### src/design/rtu_ssp_regs.svh
// Register offsets, field positions, reset values and timing figures of the RTU serial port.
// Assumes a 12-bit APB byte address and 32-bit data words.
`ifndef RTU_SSP_REGS_SVH
`define RTU_SSP_REGS_SVH
// Register byte offsets
`define RTU_OFF_CTRL 12'h000
`define RTU_OFF_ADDR 12'h004
`define RTU_OFF_LOCK 12'h008
`define RTU_OFF_STAT 12'h00c
`define RTU_OFF_MASK 12'h010
`define RTU_OFF_RXB  12'h014
`define RTU_OFF_CMD  12'h018
// Frame control, lock, command and receive byte fields
`define RTU_CTRL_RATE  3:0
`define RTU_CTRL_PAR   5:4
`define RTU_CTRL_STOP2 6
`define RTU_CTRL_DATA7 7
`define RTU_LOCK_ALL   0
`define RTU_LOCK_TOT   1
`define RTU_CMD_DEF    0
`define RTU_RXB_INMSG  8
// Status and mask bits
`define RTU_ST_OK    0
`define RTU_ST_DROP  1
`define RTU_ST_PERR  2
`define RTU_ST_SERR  3
`define RTU_ST_GAP   4
`define RTU_ST_FMT   5
`define RTU_ST_WREJ  6
`define RTU_ST_RREF  7
`define RTU_ST_W     8
// Reset and default values
`define RTU_RATE_DEF   4'h9
`define RTU_STOP2_DEF  1'h0
`define RTU_ADDR_MIN   8'h01
`define RTU_ADDR_MAX   8'hf7
`define RTU_ADDR_BCAST 8'h00
// Character shape
`define RTU_MIN_BITS   4'ha
`define RTU_STD_BITS   4'hb
`define RTU_LAST_BIT   3'h7
// Silent intervals in half characters
`define RTU_T35_HALF   32'h0000_0007
`define RTU_T15_HALF   32'h0000_0003
`define RTU_T_DEN      32'h0000_0002
// Clock and bit rates
`define RTU_CLK_HZ     100000000
`define RTU_BAUD_300   300
`define RTU_BAUD_600   600
`define RTU_BAUD_1200  1200
`define RTU_BAUD_2400  2400
`define RTU_BAUD_3600  3600
`define RTU_BAUD_4800  4800
`define RTU_BAUD_7200  7200
`define RTU_BAUD_9600  9600
`define RTU_RATE_FOURTEEN_THOUSAND_FOUR 14400
`define RTU_BAUD_19200  19200
`define RTU_BAUD_28800  28800
`define RTU_BAUD_38400  38400
`define RTU_BAUD_57600  57600
`define RTU_BAUD_76800  76800
`define RTU_BAUD_115200 115200
`define RTU_RATE_TWO_THIRTY_THOUSAND_FOUR 230400
`endif

### src/design/rtu_pkg.sv
// Types shared by the RTU serial slave port.
// Assumes nothing beyond a SystemVerilog compiler.
package rtu_pkg;
	typedef enum logic [1:0] {
		PAR_NONE = 2'b00,
		PAR_EVEN = 2'b01,
		PAR_ODD  = 2'b10,
		PAR_RSVD = 2'b11
	} rtu_par_e;
	typedef enum logic [2:0] {
		RX_IDLE  = 3'b000,
		RX_START = 3'b001,
		RX_DATA  = 3'b010,
		RX_PAR   = 3'b011,
		RX_STOP  = 3'b100
	} rtu_rx_e;
	typedef enum logic [2:0] {
		TX_IDLE  = 3'b000,
		TX_START = 3'b001,
		TX_DATA  = 3'b010,
		TX_PAR   = 3'b011,
		TX_STOP  = 3'b100
	} rtu_tx_e;
endpackage : rtu_pkg

### src/design/rtu_serial_slave_port.sv
// Serial slave port: RTU character receiver and transmitter, message framing,
// address filter, frame configuration, remote write locks, APB registers.
// Assumes rx is already synchronous to pclk and an external transceiver uses tx_en.
//
// Notes on behaviour
// - Binary RTU mode only; no ASCII mode can be selected.
// - Standard character: start, 8 data, parity plus one stop, or two stops.
// - Ten-bit characters are accepted but raise a format warning.
// - Sixteen bit rates, 300 to 230400, each with any parity and stop choice.
// - Defaults are 19200 bit/s, even parity, one stop bit.
// - A 7-bit width request is rejected, beeps and restores the default rate.
// - Slave address stays within 1 to 247; only own address is served.
// - Local configuration wins over remote configuration writes.
// - Lock-all refuses every remote write; totals lock refuses only totals.
// - Messages to broadcast address zero are ignored.
// - Multi-word values arrive most significant word first, 16 bits each.
//
// The register offsets and the APB slave port were chosen for this implementation.
`include "rtu_ssp_regs.svh"

module rtu_serial_slave_port #(
	parameter int unsigned CLK_HZ   = `RTU_CLK_HZ,
	parameter logic [7:0]  ADDR_RST = `RTU_ADDR_MIN
) (
	// Clock and reset
	input  wire logic        pclk,
	input  wire logic        presetn,
	// APB slave
	input  wire logic        psel,
	input  wire logic        penable,
	input  wire logic        pwrite,
	input  wire logic [11:0] paddr,
	input  wire logic [31:0] pwdata,
	output logic      [31:0] prdata,
	output logic             pready,
	output logic             pslverr,
	// Serial line
	input  wire logic        rx,
	output logic             tx,
	output logic             tx_en,
	// Received message stream
	output logic      [7:0]  rx_byte,
	output logic             rx_byte_valid,
	output logic             msg_ok,
	output logic             msg_drop,
	// Reply bytes
	input  wire logic        tx_valid,
	input  wire logic [7:0]  tx_byte,
	output logic             tx_ready,
	// Remote write requests
	input  wire logic        local_mode,
	input  wire logic        rem_wr_req,
	input  wire logic        rem_wr_total,
	input  wire logic        rem_wr_lsw,
	input  wire logic [15:0] rem_wr_word,
	output logic             rem_wr_grant,
	output logic             rem_wr_refuse,
	output logic             total_load,
	output logic      [31:0] total_value,
	// Operator alerts
	output logic             beep,
	output logic             fmt_warn,
	output logic             irq
);

	// ****************************************
	// Bit timing
	// ****************************************
	function automatic logic [23:0] bit_cycles(input logic [3:0] sel);
		unique case (sel)
			4'h0: return 24'(CLK_HZ / `RTU_BAUD_300);
			4'h1: return 24'(CLK_HZ / `RTU_BAUD_600);
			4'h2: return 24'(CLK_HZ / `RTU_BAUD_1200);
			4'h3: return 24'(CLK_HZ / `RTU_BAUD_2400);
			4'h4: return 24'(CLK_HZ / `RTU_BAUD_3600);
			4'h5: return 24'(CLK_HZ / `RTU_BAUD_4800);
			4'h6: return 24'(CLK_HZ / `RTU_BAUD_7200);
			4'h7: return 24'(CLK_HZ / `RTU_BAUD_9600);
			4'h8: return 24'(CLK_HZ / `RTU_RATE_FOURTEEN_THOUSAND_FOUR);
			4'h9: return 24'(CLK_HZ / `RTU_BAUD_19200);
			4'ha: return 24'(CLK_HZ / `RTU_BAUD_28800);
			4'hb: return 24'(CLK_HZ / `RTU_BAUD_38400);
			4'hc: return 24'(CLK_HZ / `RTU_BAUD_57600);
			4'hd: return 24'(CLK_HZ / `RTU_BAUD_76800);
			4'he: return 24'(CLK_HZ / `RTU_BAUD_115200);
			4'hf: return 24'(CLK_HZ / `RTU_RATE_TWO_THIRTY_THOUSAND_FOUR);
		endcase
	endfunction : bit_cycles

	function automatic logic mapped(input logic [11:0] a);
		return a == `RTU_OFF_CTRL || a == `RTU_OFF_ADDR || a == `RTU_OFF_LOCK ||
			a == `RTU_OFF_STAT || a == `RTU_OFF_MASK || a == `RTU_OFF_RXB ||
			a == `RTU_OFF_CMD;
	endfunction : mapped

	logic [3:0]            rate_q;
	rtu_pkg::rtu_par_e     par_q;
	logic                  stop2_q;
	logic [7:0]            addr_q;
	logic                  lock_all_q;
	logic                  lock_tot_q;
	logic [`RTU_ST_W-1:0]  mask_q;
	logic [`RTU_ST_W-1:0]  stat_q;
	logic [`RTU_ST_W-1:0]  ev;
	logic [31:0]           prdata_q;
	logic [31:0]           rd_mux;
	logic [23:0]           bit_cyc;
	logic [23:0]           bit_rld;
	logic [3:0]            nbits;
	logic [31:0]           t35;
	logic [31:0]           t15;

	assign bit_cyc = bit_cycles(rate_q);
	assign bit_rld = bit_cyc - 24'h00_0001;
	assign nbits   = `RTU_MIN_BITS + 4'(par_q != rtu_pkg::PAR_NONE) + 4'(stop2_q);
	assign t35     = (32'(nbits) * 32'(bit_cyc) * `RTU_T35_HALF) / `RTU_T_DEN;
	assign t15     = (32'(nbits) * 32'(bit_cyc) * `RTU_T15_HALF) / `RTU_T_DEN;

	// ****************************************
	// APB decode
	// ****************************************
	logic        acc;
	logic        wr;
	logic        loc_cfg_wr;
	logic        rd_clr;
	logic        rem_allowed;
	logic        rem_cfg_ok;
	logic        rem_tot_ok;
	logic        cfg_take;
	logic [15:0] cfg_src;
	logic        width_rej;

	assign acc        = psel & penable;
	assign wr         = acc & pwrite & mapped(paddr);
	assign pready     = 1'h1;
	assign pslverr    = acc & ~mapped(paddr);
	assign prdata     = prdata_q;
	assign loc_cfg_wr = wr && paddr == `RTU_OFF_CTRL;
	assign rd_clr     = acc && !pwrite && paddr == `RTU_OFF_STAT;

	// Remote writes lose to local mode; remote configuration writes also lose to a local write in the same cycle
	assign rem_allowed = ~local_mode & ~lock_all_q & ~(rem_wr_total & lock_tot_q);
	assign rem_cfg_ok  = rem_wr_req & ~rem_wr_total & rem_allowed & ~loc_cfg_wr;
	assign rem_tot_ok  = rem_wr_req & rem_wr_total & rem_allowed;
	assign cfg_take    = loc_cfg_wr | rem_cfg_ok;
	assign cfg_src     = loc_cfg_wr ? pwdata[15:0] : rem_wr_word;
	assign width_rej   = cfg_take & cfg_src[`RTU_CTRL_DATA7];

	// ****************************************
	// Frame configuration
	// ****************************************
	logic cfg_upd_q;

	always_ff @(posedge pclk or negedge presetn) begin
		if (!presetn) begin
			rate_q    <= `RTU_RATE_DEF;
			par_q     <= rtu_pkg::PAR_EVEN;
			stop2_q   <= `RTU_STOP2_DEF;
			cfg_upd_q <= 1'h0;
		end else begin
			cfg_upd_q <= cfg_take;
			if (wr && paddr == `RTU_OFF_CMD && pwdata[`RTU_CMD_DEF]) begin
				rate_q  <= `RTU_RATE_DEF;
				par_q   <= rtu_pkg::PAR_EVEN;
				stop2_q <= `RTU_STOP2_DEF;
			end else if (cfg_take) begin
				// Eight data bits are fixed: a 7-bit request restores the default rate but still sets parity and stops
				rate_q  <= width_rej ? `RTU_RATE_DEF : cfg_src[`RTU_CTRL_RATE];
				stop2_q <= cfg_src[`RTU_CTRL_STOP2];
				if (cfg_src[`RTU_CTRL_PAR] != rtu_pkg::PAR_RSVD) begin
					par_q <= rtu_pkg::rtu_par_e'(cfg_src[`RTU_CTRL_PAR]);
				end
			end
		end
	end

	assign fmt_warn = nbits != `RTU_STD_BITS;

	// ****************************************
	// Address, locks, mask
	// ****************************************
	always_ff @(posedge pclk or negedge presetn) begin
		if (!presetn) begin
			addr_q     <= ADDR_RST;
			lock_all_q <= 1'h0;
			lock_tot_q <= 1'h0;
			mask_q     <= '0;
		end else begin
			if (wr && paddr == `RTU_OFF_ADDR && pwdata[7:0] >= `RTU_ADDR_MIN &&
					pwdata[7:0] <= `RTU_ADDR_MAX) begin
				addr_q <= pwdata[7:0];
			end
			if (wr && paddr == `RTU_OFF_LOCK) begin
				lock_all_q <= pwdata[`RTU_LOCK_ALL];
				lock_tot_q <= pwdata[`RTU_LOCK_TOT];
			end
			if (wr && paddr == `RTU_OFF_MASK) begin
				mask_q <= pwdata[`RTU_ST_W-1:0];
			end
		end
	end

	// ****************************************
	// Remote write answers and totals
	// ****************************************
	logic [15:0] tot_hi_q;

	always_ff @(posedge pclk or negedge presetn) begin
		if (!presetn) begin
			rem_wr_grant  <= 1'h0;
			rem_wr_refuse <= 1'h0;
			total_load    <= 1'h0;
			total_value   <= 32'h0000_0000;
			tot_hi_q      <= 16'h0000;
			beep          <= 1'h0;
		end else begin
			rem_wr_grant  <= rem_cfg_ok | rem_tot_ok;
			rem_wr_refuse <= rem_wr_req & ~(rem_cfg_ok | rem_tot_ok);
			total_load    <= rem_tot_ok & rem_wr_lsw;
			beep          <= width_rej;
			if (rem_tot_ok && !rem_wr_lsw) begin
				tot_hi_q <= rem_wr_word;
			end
			if (rem_tot_ok && rem_wr_lsw) begin
				total_value <= {tot_hi_q, rem_wr_word};
			end
		end
	end

	// ****************************************
	// Character receiver
	// ****************************************
	rtu_pkg::rtu_rx_e rx_st_q;
	logic [23:0]      rx_cnt_q;
	logic [2:0]       rx_bit_q;
	logic [7:0]       rx_shf_q;
	logic             rx_sec_q;
	logic             ch_done_q;
	logic [7:0]       ch_byte_q;
	logic             ch_perr_q;
	logic             ch_serr_q;

	always_ff @(posedge pclk or negedge presetn) begin
		if (!presetn) begin
			rx_st_q   <= rtu_pkg::RX_IDLE;
			rx_cnt_q  <= 24'h00_0000;
			rx_bit_q  <= 3'h0;
			rx_shf_q  <= 8'h00;
			rx_sec_q  <= 1'h0;
			ch_done_q <= 1'h0;
			ch_byte_q <= 8'h00;
			ch_perr_q <= 1'h0;
			ch_serr_q <= 1'h0;
		end else begin
			ch_done_q <= 1'h0;
			if (rx_st_q != rtu_pkg::RX_IDLE && rx_cnt_q != 24'h00_0000) begin
				rx_cnt_q <= rx_cnt_q - 24'h00_0001;
			end else begin
				rx_cnt_q <= bit_rld;
				unique case (rx_st_q)
					rtu_pkg::RX_IDLE: begin
						if (!rx) begin
							rx_st_q   <= rtu_pkg::RX_START;
							rx_cnt_q  <= bit_cyc >> 1;
							ch_perr_q <= 1'h0;
							ch_serr_q <= 1'h0;
							rx_sec_q  <= 1'h0;
						end
					end
					rtu_pkg::RX_START: begin
						// A start bit gone high at mid-bit was a glitch
						rx_st_q  <= rx ? rtu_pkg::RX_IDLE : rtu_pkg::RX_DATA;
						rx_bit_q <= 3'h0;
					end
					rtu_pkg::RX_DATA: begin
						rx_shf_q <= {rx, rx_shf_q[7:1]};
						rx_bit_q <= rx_bit_q + 3'h1;
						if (rx_bit_q == `RTU_LAST_BIT) begin
							rx_st_q <= (par_q == rtu_pkg::PAR_NONE) ?
								rtu_pkg::RX_STOP : rtu_pkg::RX_PAR;
						end
					end
					rtu_pkg::RX_PAR: begin
						ch_perr_q <= (^rx_shf_q ^ rx) ^ (par_q == rtu_pkg::PAR_ODD);
						rx_st_q   <= rtu_pkg::RX_STOP;
					end
					rtu_pkg::RX_STOP: begin
						ch_serr_q <= ch_serr_q | ~rx;
						if (stop2_q && !rx_sec_q) begin
							rx_sec_q <= 1'h1;
						end else begin
							rx_st_q   <= rtu_pkg::RX_IDLE;
							ch_done_q <= 1'h1;
							ch_byte_q <= rx_shf_q;
						end
					end
					default: rx_st_q <= rtu_pkg::RX_IDLE;
				endcase
			end
		end
	end

	// ****************************************
	// Message framing and address filter
	// ****************************************
	logic [31:0] idle_q;
	logic        in_msg_q;
	logic        ours_q;
	logic        bad_q;
	logic        ch_err;
	logic        first_ours;
	logic        gap_ev;
	logic        end_ev;

	assign ch_err     = ch_perr_q | ch_serr_q;
	assign first_ours = ch_byte_q == addr_q && ch_byte_q != `RTU_ADDR_BCAST;
	assign gap_ev     = in_msg_q && !ch_done_q && rx_st_q == rtu_pkg::RX_IDLE && !rx &&
		idle_q > t15 && idle_q < t35;
	assign end_ev     = in_msg_q && !ch_done_q && rx_st_q == rtu_pkg::RX_IDLE &&
		idle_q >= t35;

	always_ff @(posedge pclk or negedge presetn) begin
		if (!presetn) begin
			idle_q <= 32'h0000_0000;
		end else if (ch_done_q) begin
			idle_q <= 32'h0000_0000;
		end else if (rx_st_q == rtu_pkg::RX_IDLE && idle_q < t35) begin
			idle_q <= idle_q + 32'h0000_0001;
		end
	end

	always_ff @(posedge pclk or negedge presetn) begin
		if (!presetn) begin
			in_msg_q      <= 1'h0;
			ours_q        <= 1'h0;
			bad_q         <= 1'h0;
			rx_byte       <= 8'h00;
			rx_byte_valid <= 1'h0;
			msg_ok        <= 1'h0;
			msg_drop      <= 1'h0;
		end else begin
			rx_byte_valid <= ch_done_q & (in_msg_q ? ours_q : first_ours);
			msg_ok        <= end_ev & ours_q & ~bad_q;
			msg_drop      <= end_ev & ours_q & bad_q;
			if (ch_done_q) begin
				rx_byte <= ch_byte_q;
				if (!in_msg_q) begin
					in_msg_q <= 1'h1;
					ours_q   <= first_ours;
					bad_q    <= ch_err;
				end else begin
					bad_q <= bad_q | ch_err;
				end
			end else if (gap_ev) begin
				bad_q <= 1'h1;
			end else if (end_ev) begin
				in_msg_q <= 1'h0;
			end
		end
	end

	// ****************************************
	// Character transmitter
	// ****************************************
	rtu_pkg::rtu_tx_e tx_st_q;
	logic [23:0]      tx_cnt_q;
	logic [2:0]       tx_bit_q;
	logic [7:0]       tx_shf_q;
	logic             tx_par_q;
	logic             tx_sec_q;

	// Inter-message silence is left to whoever feeds the reply bytes
	assign tx_ready = tx_st_q == rtu_pkg::TX_IDLE;

	always_ff @(posedge pclk or negedge presetn) begin
		if (!presetn) begin
			tx_st_q  <= rtu_pkg::TX_IDLE;
			tx_cnt_q <= 24'h00_0000;
			tx_bit_q <= 3'h0;
			tx_shf_q <= 8'h00;
			tx_par_q <= 1'h0;
			tx_sec_q <= 1'h0;
			tx       <= 1'h1;
			tx_en    <= 1'h0;
		end else if (tx_st_q != rtu_pkg::TX_IDLE && tx_cnt_q != 24'h00_0000) begin
			tx_cnt_q <= tx_cnt_q - 24'h00_0001;
		end else begin
			tx_cnt_q <= bit_rld;
			unique case (tx_st_q)
				rtu_pkg::TX_IDLE: begin
					if (tx_valid) begin
						tx_st_q  <= rtu_pkg::TX_START;
						tx_shf_q <= tx_byte;
						tx_par_q <= ^tx_byte ^ (par_q == rtu_pkg::PAR_ODD);
						tx_sec_q <= 1'h0;
						tx       <= 1'h0;
						tx_en    <= 1'h1;
					end
				end
				rtu_pkg::TX_START: begin
					tx       <= tx_shf_q[0];
					tx_shf_q <= tx_shf_q >> 1;
					tx_bit_q <= 3'h0;
					tx_st_q  <= rtu_pkg::TX_DATA;
				end
				rtu_pkg::TX_DATA: begin
					tx_bit_q <= tx_bit_q + 3'h1;
					tx_shf_q <= tx_shf_q >> 1;
					if (tx_bit_q == `RTU_LAST_BIT) begin
						tx      <= (par_q == rtu_pkg::PAR_NONE) ? 1'h1 : tx_par_q;
						tx_st_q <= (par_q == rtu_pkg::PAR_NONE) ?
							rtu_pkg::TX_STOP : rtu_pkg::TX_PAR;
					end else begin
						tx <= tx_shf_q[0];
					end
				end
				rtu_pkg::TX_PAR: begin
					tx      <= 1'h1;
					tx_st_q <= rtu_pkg::TX_STOP;
				end
				rtu_pkg::TX_STOP: begin
					if (stop2_q && !tx_sec_q) begin
						tx_sec_q <= 1'h1;
					end else begin
						tx_st_q <= rtu_pkg::TX_IDLE;
						tx_en   <= 1'h0;
					end
				end
				default: tx_st_q <= rtu_pkg::TX_IDLE;
			endcase
		end
	end

	// ****************************************
	// Status, interrupt, read data
	// ****************************************
	always_comb begin
		ev                = '0;
		ev[`RTU_ST_OK]    = msg_ok;
		ev[`RTU_ST_DROP]  = msg_drop;
		ev[`RTU_ST_PERR]  = ch_done_q & ch_perr_q;
		ev[`RTU_ST_SERR]  = ch_done_q & ch_serr_q;
		ev[`RTU_ST_GAP]   = gap_ev;
		ev[`RTU_ST_FMT]   = cfg_upd_q & fmt_warn;
		ev[`RTU_ST_WREJ]  = beep;
		ev[`RTU_ST_RREF]  = rem_wr_refuse;
	end

	// Only bits already latched into read data are cleared, so a new event survives
	always_ff @(posedge pclk or negedge presetn) begin
		if (!presetn) begin
			stat_q <= '0;
		end else begin
			stat_q <= (stat_q & ~(rd_clr ? prdata_q[`RTU_ST_W-1:0] : '0)) | ev;
		end
	end

	assign irq = |(stat_q & mask_q);

	always_comb begin
		rd_mux = 32'h0000_0000;
		unique case (paddr)
			`RTU_OFF_CTRL: rd_mux = 32'({stop2_q, par_q, rate_q});
			`RTU_OFF_ADDR: rd_mux = 32'(addr_q);
			`RTU_OFF_LOCK: rd_mux = 32'({lock_tot_q, lock_all_q});
			`RTU_OFF_STAT: rd_mux = 32'(stat_q);
			`RTU_OFF_MASK: rd_mux = 32'(mask_q);
			`RTU_OFF_RXB:  rd_mux = 32'({in_msg_q, rx_byte});
			default:       rd_mux = 32'h0000_0000;
		endcase
	end

	always_ff @(posedge pclk or negedge presetn) begin
		if (!presetn) begin
			prdata_q <= 32'h0000_0000;
		end else if (psel && !penable) begin
			prdata_q <= rd_mux;
		end
	end

endmodule : rtu_serial_slave_port

### config.mk
export PLATFORM = sky130hd
export DESIGN_NAME = rtu_serial_slave_port
export DESIGN_NICKNAME = d
export VERILOG_FILES = /design/src/design/rtu_pkg.sv /design/src/design/rtu_serial_slave_port.sv
export VERILOG_INCLUDE_DIRS = /design/src /design/src/design
export SDC_FILE = /design/constraint.sdc
export NUM_CORES = 1
export LEC_CHECK = 0
export BUFFER_PORTS_ARGS = -buffer_cell sky130_fd_sc_hd__buf_2
export CAP_MARGIN = 20
export CORE_ASPECT_RATIO = 0.5
export CORE_MARGIN = 2
export CORE_UTILIZATION = 30
export DETAILED_ROUTE_END_ITERATION = 8
export SYNTH_ARGS = -nofsm -noshare
export SYNTH_HDL_FRONTEND = slang
export SYNTH_SLANG_ARGS = --single-unit
export TNS_END_PERCENT = 5
### constraint.sdc
create_clock -name pclk -period 22 [get_ports pclk]
set_clock_uncertainty 0.05 [all_clocks]
set_input_delay 3.3 -clock pclk [delete_from_list [all_inputs] [get_ports pclk]]
set_output_delay 3.3 -clock pclk [all_outputs]
set_load 0.005 [all_outputs]
* After elaboration in Yosys (flattened, before gate mapping)
Memories as Yosys holds them, arrays and structs flattened. Index checks and enable logic that the tools add are counted. W data, S select, Z words.
Cells by class: multiply operators 3, mux-type cells 55, eq/ne operators 29, $add $sub $neg 8, $lt $le $gt $ge 5, bitwise operators 46, reductions and logical operators 80
Operators by type and width (count):
- $mux W24 | 4
- $sub A24 B1 Y24 const B | 3
- $mux W32 | 2
- $pmux W9 S6 | 1
- $reduce_bool A24 Y1 | 2
- $eq A12 B5 Y1 const B | 3
- $add A32 B1 Y32 const B | 1
- $ge A32 B30 Y1 | 1
- $gt A32 B29 Y1 | 1
- $lt A32 B30 Y1 | 1
- $mul A28 B3 Y31 const B | 1
- $mul A28 B2 Y30 const B | 1
- $pmux W3 S5 | 2
- $mul A4 B24 Y28 | 1
- $logic_and A1 B1 Y1 | 25
- $eq A12 B4 Y1 const B | 2
- $mux W8 | 3
- $reduce_bool A2 Y1 | 12
- $and A1 B1 Y1 | 22
- $mux W3 | 7
- $mux W1 | 20
- $ne A2 B2 Y1 const B | 10
- $reduce_and A4 Y1 | 5
- $reduce_and A3 Y1 | 6
- other kinds (36) | 90
Word-level totals: bits in read-only memories 304, logic and storage cells 268, input port bits 79, output and inout port bits 86, register bits 256, memories kept 1
Memory list:
- (no name shown) | words 16, bits a word 19, rd ports 1, clocked after Yosys merged registers in 0, wr ports 0, RTL line rtu_serial_slave_port.sv:70 | unique case (sel)

* Longest topological paths before layout
Gate-level depths: netlist (run 1).
word-level depth 16, gate-level depth with buffers 45, mapped depth without buffers 42

* Worst setup path after synthesis (run 1)
OpenSTA, ideal clock, no wires.
path kind reg-to-reg, start register rate_q[0], end register idle_q[16], data required time 21.818 ns, setup time 0.132 ns, slack 12.631 ns, cell stages (with the launch flop) 38, data arrival time 9.187 ns, buffers on the path 2, cells stage by stage dfstp_2 > inv_1 > ha_1 > nor2_1 > nor2_1 > a21oi_1 > or2_2 > fa_1 > fa_1 > inv_1 > fa_1 > a211oi_1 > o211ai_1 > a31oi_1 > xor2_1 > inv_2 > xnor2_1 > ha_1 > [... 2 more ...] > nand2_1 > nor2_1 > a221o_1 > a2111oi_0 > o21ai_0 > a31o_2 > xnor2_1 > ha_1 > a21o_1 > a21oi_1 > o21ai_0 > a21o_1 > a211oi_1 > a31oi_1 > clkbuf_1 > nor4_1 > xnor2_1 > nor2_1
On the way: word-level cells in the longest chain between the ends 6
RTL lines:
- from (decl) | RTL line rtu_serial_slave_port.sv:96 | logic [3:0] rate_q;
- from (signal assigned) | RTL line rtu_serial_slave_port.sv:156 | rate_q <= `RTU_RATE_DEF;
- from (signal assigned) | RTL line rtu_serial_slave_port.sv:163 | rate_q <= `RTU_RATE_DEF;
- from (signal assigned) | RTL line rtu_serial_slave_port.sv:168 | rate_q <= width_rej ? `RTU_RATE_DEF : cfg_src[`RTU_CTRL_RATE];
- $mem_v2 Z16 W19
- $mul A4 B24 Y28 | RTL line rtu_serial_slave_port.sv:116 | assign t35 = (32'(nbits) * 32'(bit_cyc) * `RTU_T35_HALF) / `RTU_T_DEN;
- $mul A28 B3 Y31 (no source line)
- $lt A32 B30 Y1 | RTL line rtu_serial_slave_port.sv:327 | end else if (rx_st_q == rtu_pkg::RX_IDLE && idle_q < t35) begin
- $logic_and A1 B1 Y1 | RTL line rtu_serial_slave_port.sv:327
- $reduce_bool A2 Y1 (no source line)
- to (signal assigned) | RTL line rtu_serial_slave_port.sv:328 | idle_q <= idle_q + 32'h0000_0001;
- to (decl) | RTL line rtu_serial_slave_port.sv:306 | logic [31:0] idle_q;
No other way between the ends. A chain may end at the register's enable or synchronous reset.

* Worst setup path in the final report (run 1)
start register rate_q[0], end register in_msg_q
On the way: word-level cells in the longest chain between the ends 8
RTL lines:
- $mem_v2 Z16 W19 *
- $mul A4 B24 Y28 * | RTL line rtu_serial_slave_port.sv:116, rtu_serial_slave_port.sv:117
- $mul A28 B2 Y30 (no source line)
- $gt A32 B29 Y1 | RTL line rtu_serial_slave_port.sv:318 | idle_q > t15 && idle_q < t35;
- $logic_and A1 B1 Y1 | RTL line rtu_serial_slave_port.sv:317 | assign gap_ev = in_msg_q && !ch_done_q && rx_st_q == rtu_pkg::RX_IDLE && !rx &&
- $logic_and A1 B1 Y1 | RTL line rtu_serial_slave_port.sv:318
- $ne A2 B2 Y1 (no source line)
- $reduce_and A2 Y1 (no source line) *
- to (signal assigned) | RTL line rtu_serial_slave_port.sv:334 | in_msg_q <= 1'h0;
- to (signal assigned) | RTL line rtu_serial_slave_port.sv:348 | in_msg_q <= 1'h1;
- to (signal assigned) | RTL line rtu_serial_slave_port.sv:357 | in_msg_q <= 1'h0;
- to (decl) | RTL line rtu_serial_slave_port.sv:307 | logic in_msg_q;
Mark *: on every way between the ends. The rest lies on a longest branch, timed or not.

==> impl_metrics.env, run 1 <==
export IMPL_status="complete, no violations"
export IMPL_clk_latency_ns=0.57
export IMPL_yosysTopAreaCellShare_pct=31.7
export IMPL_slowest_delay_ns=0.81
export IMPL_async_reset_ff_share_pct=100
export IMPL_first_global_vias=14140
export IMPL_r2r_slack_ns=10.51
export IMPL_die_width_um=350
export IMPL_grt_setup_unrepaired="false"
export IMPL_grt_max_degree=97
export IMPL_dr_first_iter_drc_count=1145
export IMPL_yosys_cell_types_count=87
export IMPL_initial_core_util_pct=30.4
export IMPL_fin_tns_setup_ns=0
export IMPL_regArea_um2=5840
export IMPL_finalNetCount=2408
export IMPL_worst_ep_required_time_ns=22.45
export IMPL_vias=14890
export IMPL_avgRoutedWirePerCell_um=15.6
export IMPL_cts_sinks=233
export IMPL_postSynthAreaPerCell_um2=8.79
export IMPL_whs_path_depth=1
export IMPL_cpMaxStageDelayCell="o31ai_1"
export IMPL_rr_worst_depth=35
export IMPL_crit_path_end_kind="register"
export IMPL_htreeDepth=1
export IMPL_routed_wl_um=46300
export IMPL_drcViolationCount=0
export IMPL_layout_drive_gt1_share_pct=13.1
export IMPL_cts_buffer_depth=3
export IMPL_setup_viol=0
export IMPL_synthCells=2047
export IMPL_drv_cap=0
export IMPL_timing_final_crit_period_ns=11.49
export IMPL_r2r_end="in_msg_q$_DFFE_PN0P_"
export IMPL_synth_warning_count=0
export IMPL_hold_class="register to register"
export IMPL_vias_per_cell=5.00
export IMPL_critPathKind="register to register"
export IMPL_synth_top_area_cell="dfrtp_1"
export IMPL_synth_edf_count=0
export IMPL_place_gp_congestion=0.879
export IMPL_multiInputGateArea_um2=11300
export IMPL_synth_area_um2=18000
export IMPL_whs_endpoint="stat_q[0]$_DFF_PN0_"
export IMPL_startpoint_type="register"
export IMPL_fin_crit_sh_pct=52.2
export IMPL_die_h_um=177
export IMPL_hpwlAfterDp_um=35300
export IMPL_whs_ns=0.405
export IMPL_max_freq_mhz=87.1
export IMPL_tightest_slew_ns=1.02
export IMPL_port_buffers=116
export IMPL_crit_fanout=13
export IMPL_syn2layout_area_growth_pct=13.3
export IMPL_cts_root_buf="clkbuf_16"
export IMPL_startpoint="rate_q[0]$_DFFE_PN1P_"
export IMPL_first_pass_iters=5
export IMPL_cts_setup_buffers=0
export IMPL_synth_top_flop_cell="dfrtp_1"
export IMPL_ctsResizeCount=0
export IMPL_fill_cells=6204
export IMPL_yosysSeqAreaShare_pct=32.4
export IMPL_gr_usage_all_layers_pct=14.6
export IMPL_final_hold_viol_count=0
export IMPL_slew_headroom_pct=31.2
export IMPL_grt_ovfl_total=0
export IMPL_cts_hold_buf=0
export IMPL_numCtsBuffers=26
export IMPL_rows=63
export IMPL_grt_pass1_wl_um=74600
export IMPL_io_pins=165
export IMPL_hold_start="msg_ok$_DFF_PN0_"
export IMPL_crit_arrival_ns=11.94
export IMPL_antenna_found_initial=1
export IMPL_cts_tree="done"
export IMPL_rr_startpoint="rate_q[0]$_DFFE_PN1P_"
export IMPL_antenna_left=0
export IMPL_drv_slew=0
export IMPL_synth_seq_cells=233
export IMPL_dieArea_um2=62100
export IMPL_path_common_cell="ha_1"
export IMPL_synthTopCellsByArea="dfrtp_1 32%, ha_1 9.7%, nand2_1 5.7%"
export IMPL_core_um2=59300
export IMPL_clk_transition_reported_paths_ns=0.06
-- layer usage --
metal,vias to the layer above,track usage [%],part of all wire [%]
li1,7297,-,-
met1,7236,21.0,49
met2,301,23.1,45
met3,56,1.68,3.9
met4,0,4.15,2.6
met5,-,0,0
-- critical path: cells and delay by family (launching register included) --
kind	cells	cell delay, ns
AOI/OAI and AO/OA	16	5.18
adders and majority gates	7	2.76
xor gates and xnor gates	3	1.14
and+or+nand+nor	6	0.94
buffers and inverters	3	0.67
DFF	1	0.66
-- cell usage in the layout (no fill, tap or decap), types with 16 or more instances in the layout --
master,count
a211oi_1,19
a21o_1,66
a21oi_1,113
a31oi_1,16
and3_1,16
buf_2,116
buf_4,21
clkbuf_16,26
conb_1,25
dfrtp_1,228
fa_1,46
ha_1,140
inv_1,117
mux2_2,64
mux2i_1,16
nand2_1,273
nand2b_1,39
nand3_1,52
nand4_1,17
nor2_1,167
nor2b_1,21
nor3_1,53
nor4_1,37
o21a_1,16
o21ai_0,96
xnor2_1,103
xor2_1,55
-- cell families after synthesis --
group	synth area share [%]
other	0.0417
AOI/OAI and AO/OA	15.9
and+or+nand+nor	19.0
DFF	32.4
xor gates and xnor gates	7.78
buffers and inverters	5.11
adders and majority gates	14.9
muxes	4.89
-- synthesized netlist by cell type, types with 19 or more instances --
cell type and instances:
a211oi_1 19, a21o_1 66, a21oi_1 113, buf_4 24, clkbuf_1 63, dfrtp_1 228, fa_1 46, ha_1 140
inv_1 117, mux2_2 64, nand2_1 273, nand2b_1 39, nand3_1 52, nor2_1 168, nor2b_1 21, nor3_1 53
nor4_1 37, o21ai_0 96, xnor2_1 103, xor2_1 55
-- final cells by class --
type / instances / area share (%)
diodes: 1 / 0.0123
clock buffers: 32 / 3.50
clock inverters: 16 / 1.23
inverters: 122 / 2.26
multi-input cells: 1621 / 55.6
flip-flops and latches: 233 / 28.6
well taps: 812 / 4.98
repair buffers: 139 / 3.77
-- flip-flops by register name, indices dropped and copies added (netlist names), 2 cells and up --
name         cells
total_value     32
tx_st_q          3
stat_q           8
mask_q           8
addr_q           8
rx_st_q          3
tx_bit_q         3
prdata           9
tx_shf_q         8
idle_q          32
rate_q           4
ch_byte_q        8
rx_bit_q         3
rx_cnt_q        24
par_q            2
tx_cnt_q        24
rx_byte          8
rx_shf_q         8
tot_hi_q        16
-- through the flow --
step / cell area, um2 / instances / utilization [%] / setup WS (ns)
3_5_place_dp: 19400 / 2925 / 32.7 / 10.76
2_1_floorplan: 18100 / 2070 / - / 12.63
6_report: 20400 / 2976 / 34.4 / 10.51
5_1_grt: 20400 / 2976 / 34.4 / 9.63
3_3_place_gp: 19400 / 2925 / 32.7 / 10.82
4_1_cts: 20400 / 2973 / 34.4 / 10.70
-- worst max path at each step --
stage	endpoint
3_5_place_dp	in_msg_q$_DFFE_PN0P_
2_1_floorplan	idle_q[16]$_DFFE_PN0P_
3_3_place_gp	in_msg_q$_DFFE_PN0P_
5_1_grt	in_msg_q$_DFFE_PN0P_
4_1_cts	in_msg_q$_DFFE_PN0P_
6_report	in_msg_q$_DFFE_PN0P_
Power of run 1 is not shown: default switching activity piles up to over one toggle a cycle in this logic, so the estimate is an artifact.
==> run 2, diff against run 1 <==
- ABC_AREA: default -> 1
- clock period: 22 -> 9.2 ns (I/O delays scaled with it)
==> run 2 against run 1 <==
Effect of this change: sequential share of layout area is 1.9 points lower; die area is 7.4% higher; critical endpoint is now idle_q[3]$_DFFE_PN0P_; clock-buffer cell count is 2 higher; final cell count is 22% higher; fmax is 36% higher; critical path depth is 8 higher; cell area is 7.1% higher; core utilization hardly changed; global-route usage is 1.0 points higher; worst hold slack worse by 0.0063 ns; sequential cell count stayed put.
==> impl_metrics.env, run 2 <==
export IMPL_status="complete, no violations"
export IMPL_r2r_slack_ns=0.77
export IMPL_rr_worst_depth=43
export IMPL_synthCells=2665
export IMPL_hpwlAfterDp_um=41100
export IMPL_grt_max_degree=97
export IMPL_path_common_cell="nand2_1"
export IMPL_drv_slew=0
export IMPL_grt_ovfl_total=0
export IMPL_antenna_found_initial=0
export IMPL_place_gp_congestion=0.948
export IMPL_vias=17301
export IMPL_dp_cells=3597
export IMPL_fin_tns_setup_ns=0
export IMPL_postSynthAreaPerCell_um2=7.26
export IMPL_vias_per_cell=4.75
export IMPL_reg_top3="idle_q x32, total_value x32"
export IMPL_core_um2=63400
export IMPL_synth_edf_count=0
export IMPL_antenna_cells=0
export IMPL_cts_tree="done"
export IMPL_syn2layout_area_growth_pct=12.9
export IMPL_yosysSeqAreaShare_pct=30.2
export IMPL_htreeDepth=1
export IMPL_rows=65
export IMPL_synthTopCellsByArea="dfrtp_1 29%, nand2_1 12%, ha_1 9.1%"
export IMPL_final_hold_viol_count=0
export IMPL_synth_warning_count=0
export IMPL_cts_sinks=233
export IMPL_yosysTopAreaCellShare_pct=29.5
export IMPL_avgRoutedWirePerCell_um=14.2
export IMPL_layout_drive_gt1_share_pct=12.2
export IMPL_critPathCapture="idle_q[3]$_DFFE_PN0P_"
export IMPL_yosys_top_cells_count="632 x nand2_1, 406 x inv_1, 228 x dfrtp_1"
export IMPL_r2r_end="idle_q[3]$_DFFE_PN0P_"
export IMPL_port_buffers=116
export IMPL_final_cells=3643
export IMPL_first_global_vias=16876
export IMPL_synth_top_area_cell="dfrtp_1"
export IMPL_layout_commonest_cell="nand2_1"
export IMPL_cts_buffer_depth=3
export IMPL_crit_arrival_ns=8.81
export IMPL_drv_cap=0
export IMPL_clk_latency_ns=0.54
export IMPL_cpMaxStageDelayCell="dfstp_2"
export IMPL_routed_wl_um=51700
export IMPL_synth_most_common_cell="nand2_1"
export IMPL_timing_final_crit_period_ns=8.43
export IMPL_worst_ep_required_time_ns=9.58
export IMPL_grt_pass1_wl_um=85800
export IMPL_antenna_left=0
export IMPL_crit_fanout=19
export IMPL_synth_seq_cells=233
export IMPL_slew_headroom_pct=36.1
export IMPL_io_pins=165
export IMPL_slowest_delay_ns=0.58
export IMPL_die_h_um=184
export IMPL_placed_cell_area_um2=20900
export IMPL_max_freq_mhz=119
export IMPL_setup_viol=0
export IMPL_first_pass_iters=6
export IMPL_grt_setup_unrepaired="false"
export IMPL_async_reset_ff_share_pct=100
export IMPL_numCtsBuffers=25
export IMPL_fill_cells=6720
export IMPL_startpoint="rate_q[0]$_DFFE_PN1P_"
export IMPL_cts_root_buf="clkbuf_16"
export IMPL_dieArea_um2=66700
export IMPL_clk_transition_reported_paths_ns=0.07
export IMPL_crit_path_end_kind="register"
export IMPL_startpoint_type="register"
export IMPL_die_width_um=363
export IMPL_critPathKind="register to register"
export IMPL_final_cell_mix="632 x nand2_1, 406 x inv_1, 228 x dfrtp_1, 222 x nor2_1, 200 x o21ai_0"
export IMPL_finalNetCount=3052
export IMPL_gr_usage_all_layers_pct=15.6
export IMPL_fin_crit_sh_pct=91.6
export IMPL_synth_area_um2=19300
export IMPL_cts_setup_buffers=0
export IMPL_hold_class="register to register"
export IMPL_initial_core_util_pct=30.5
export IMPL_tightest_slew_ns=0.956
export IMPL_rr_startpoint="rate_q[0]$_DFFE_PN1P_"
export IMPL_yosys_cell_types_count=61
export IMPL_dr_first_iter_drc_count=1060
export IMPL_drcViolationCount=0
export IMPL_synth_top_flop_cell="dfrtp_1"
export IMPL_final_cell_area_um2=21800
[run 2: cell types whose count changed after synthesis, moves of 44 or more]
| cell | previous run | this run |
|---|---|---|
| nand2_1 | 273 | 632 |
| inv_1 | 117 | 406 |
| nor2_1 | 168 | 222 |
| nand2_2 | 1 | 45 |
| o21ai_0 | 96 | 202 |
| xnor2_1 | 103 | 33 |
| nand3_1 | 52 | 108 |
| mux2_2 | 64 | 7 |
| a21o_1 | 66 | 3 |
[run 2: per-layer routing]
layer  routed length [um]  part of all wire, %  GRT usage (%)
met5                    0                    0              0
met4                 1180                  2.3           3.72
met3                 2020                  3.9           1.58
met2                23100                   45           25.5
met1                25400                   49           22.3
[run 2: layout make-up]
type	count	area, um2	area share, %
Tap cell	837	1050	4.80
Multi-Input combinational cell	1955	11600	53.3
Inverter	432	1620	7.42
Clock inverter	12	226	1.04
Sequential cell	233	5840	26.7
Timing Repair Buffer	140	778	3.56
Clock buffer	34	699	3.20
[run 2: stage by stage]
| step | hold WS (ns) | utilization [%] | setup slack [ns] |
|---|---|---|---|
| after floorplan | 0.368 | - | 1.50 |
| after global routing | 0.429 | 34.4 | 0.00101 |
| final | 0.399 | 34.4 | 0.770 |
| after CTS | 0.403 | 34.4 | 0.639 |
| after detailed placement | 0.397 | 33.0 | 0.673 |
| after global placement | 0.381 | 32.9 | 0.751 |
[run 2: repair_timing]
action / in CTS / in global routing
endpoints found under the setup margin: 0 / 31
resized for setup: 0 / 4
hold buffers: 0 / 0
[run 2: worst min path at each step]
stage,endpoint,startpoint,depth (start not counted)
after floorplan,msg_ok$_DFF_PN0_,bad_q$_DFFE_PN0P_,1
after global placement,stat_q[5]$_DFF_PN0_,cfg_upd_q$_DFF_PN0_,2
after detailed placement,msg_ok$_DFF_PN0_,bad_q$_DFFE_PN0P_,1
after CTS,msg_ok$_DFF_PN0_,bad_q$_DFFE_PN0P_,1
after global routing,msg_ok$_DFF_PN0_,bad_q$_DFFE_PN0P_,1
final,msg_ok$_DFF_PN0_,bad_q$_DFFE_PN0P_,1
[run 2: cell families after synthesis]
group / after synthesis / synth area share (%)
flip-flops: 233 / 30.2
XOR/XNOR: 99 / 4.48
multiplexers: 7 / 0.407
adder cells (fa/ha/maj): 186 / 13.8
AND/OR/NAND/NOR: 1191 / 27.7
other: 2 / 0.0388
buffers and inverters: 500 / 10.2
AO/OA/AOI/OAI: 447 / 13.2
[run 2: critical path: cells and delay by family, from the launching register on]
kind	cells	cell delay (ns)
adder cells (fa/ha/maj)	7	2.90
flip-flops	1	0.58
AO/OA/AOI/OAI	8	1.40
buffers and inverters	7	0.96
XOR/XNOR	2	0.28
AND/OR/NAND/NOR	19	2.13
Power of run 2 is left out for the same reason.
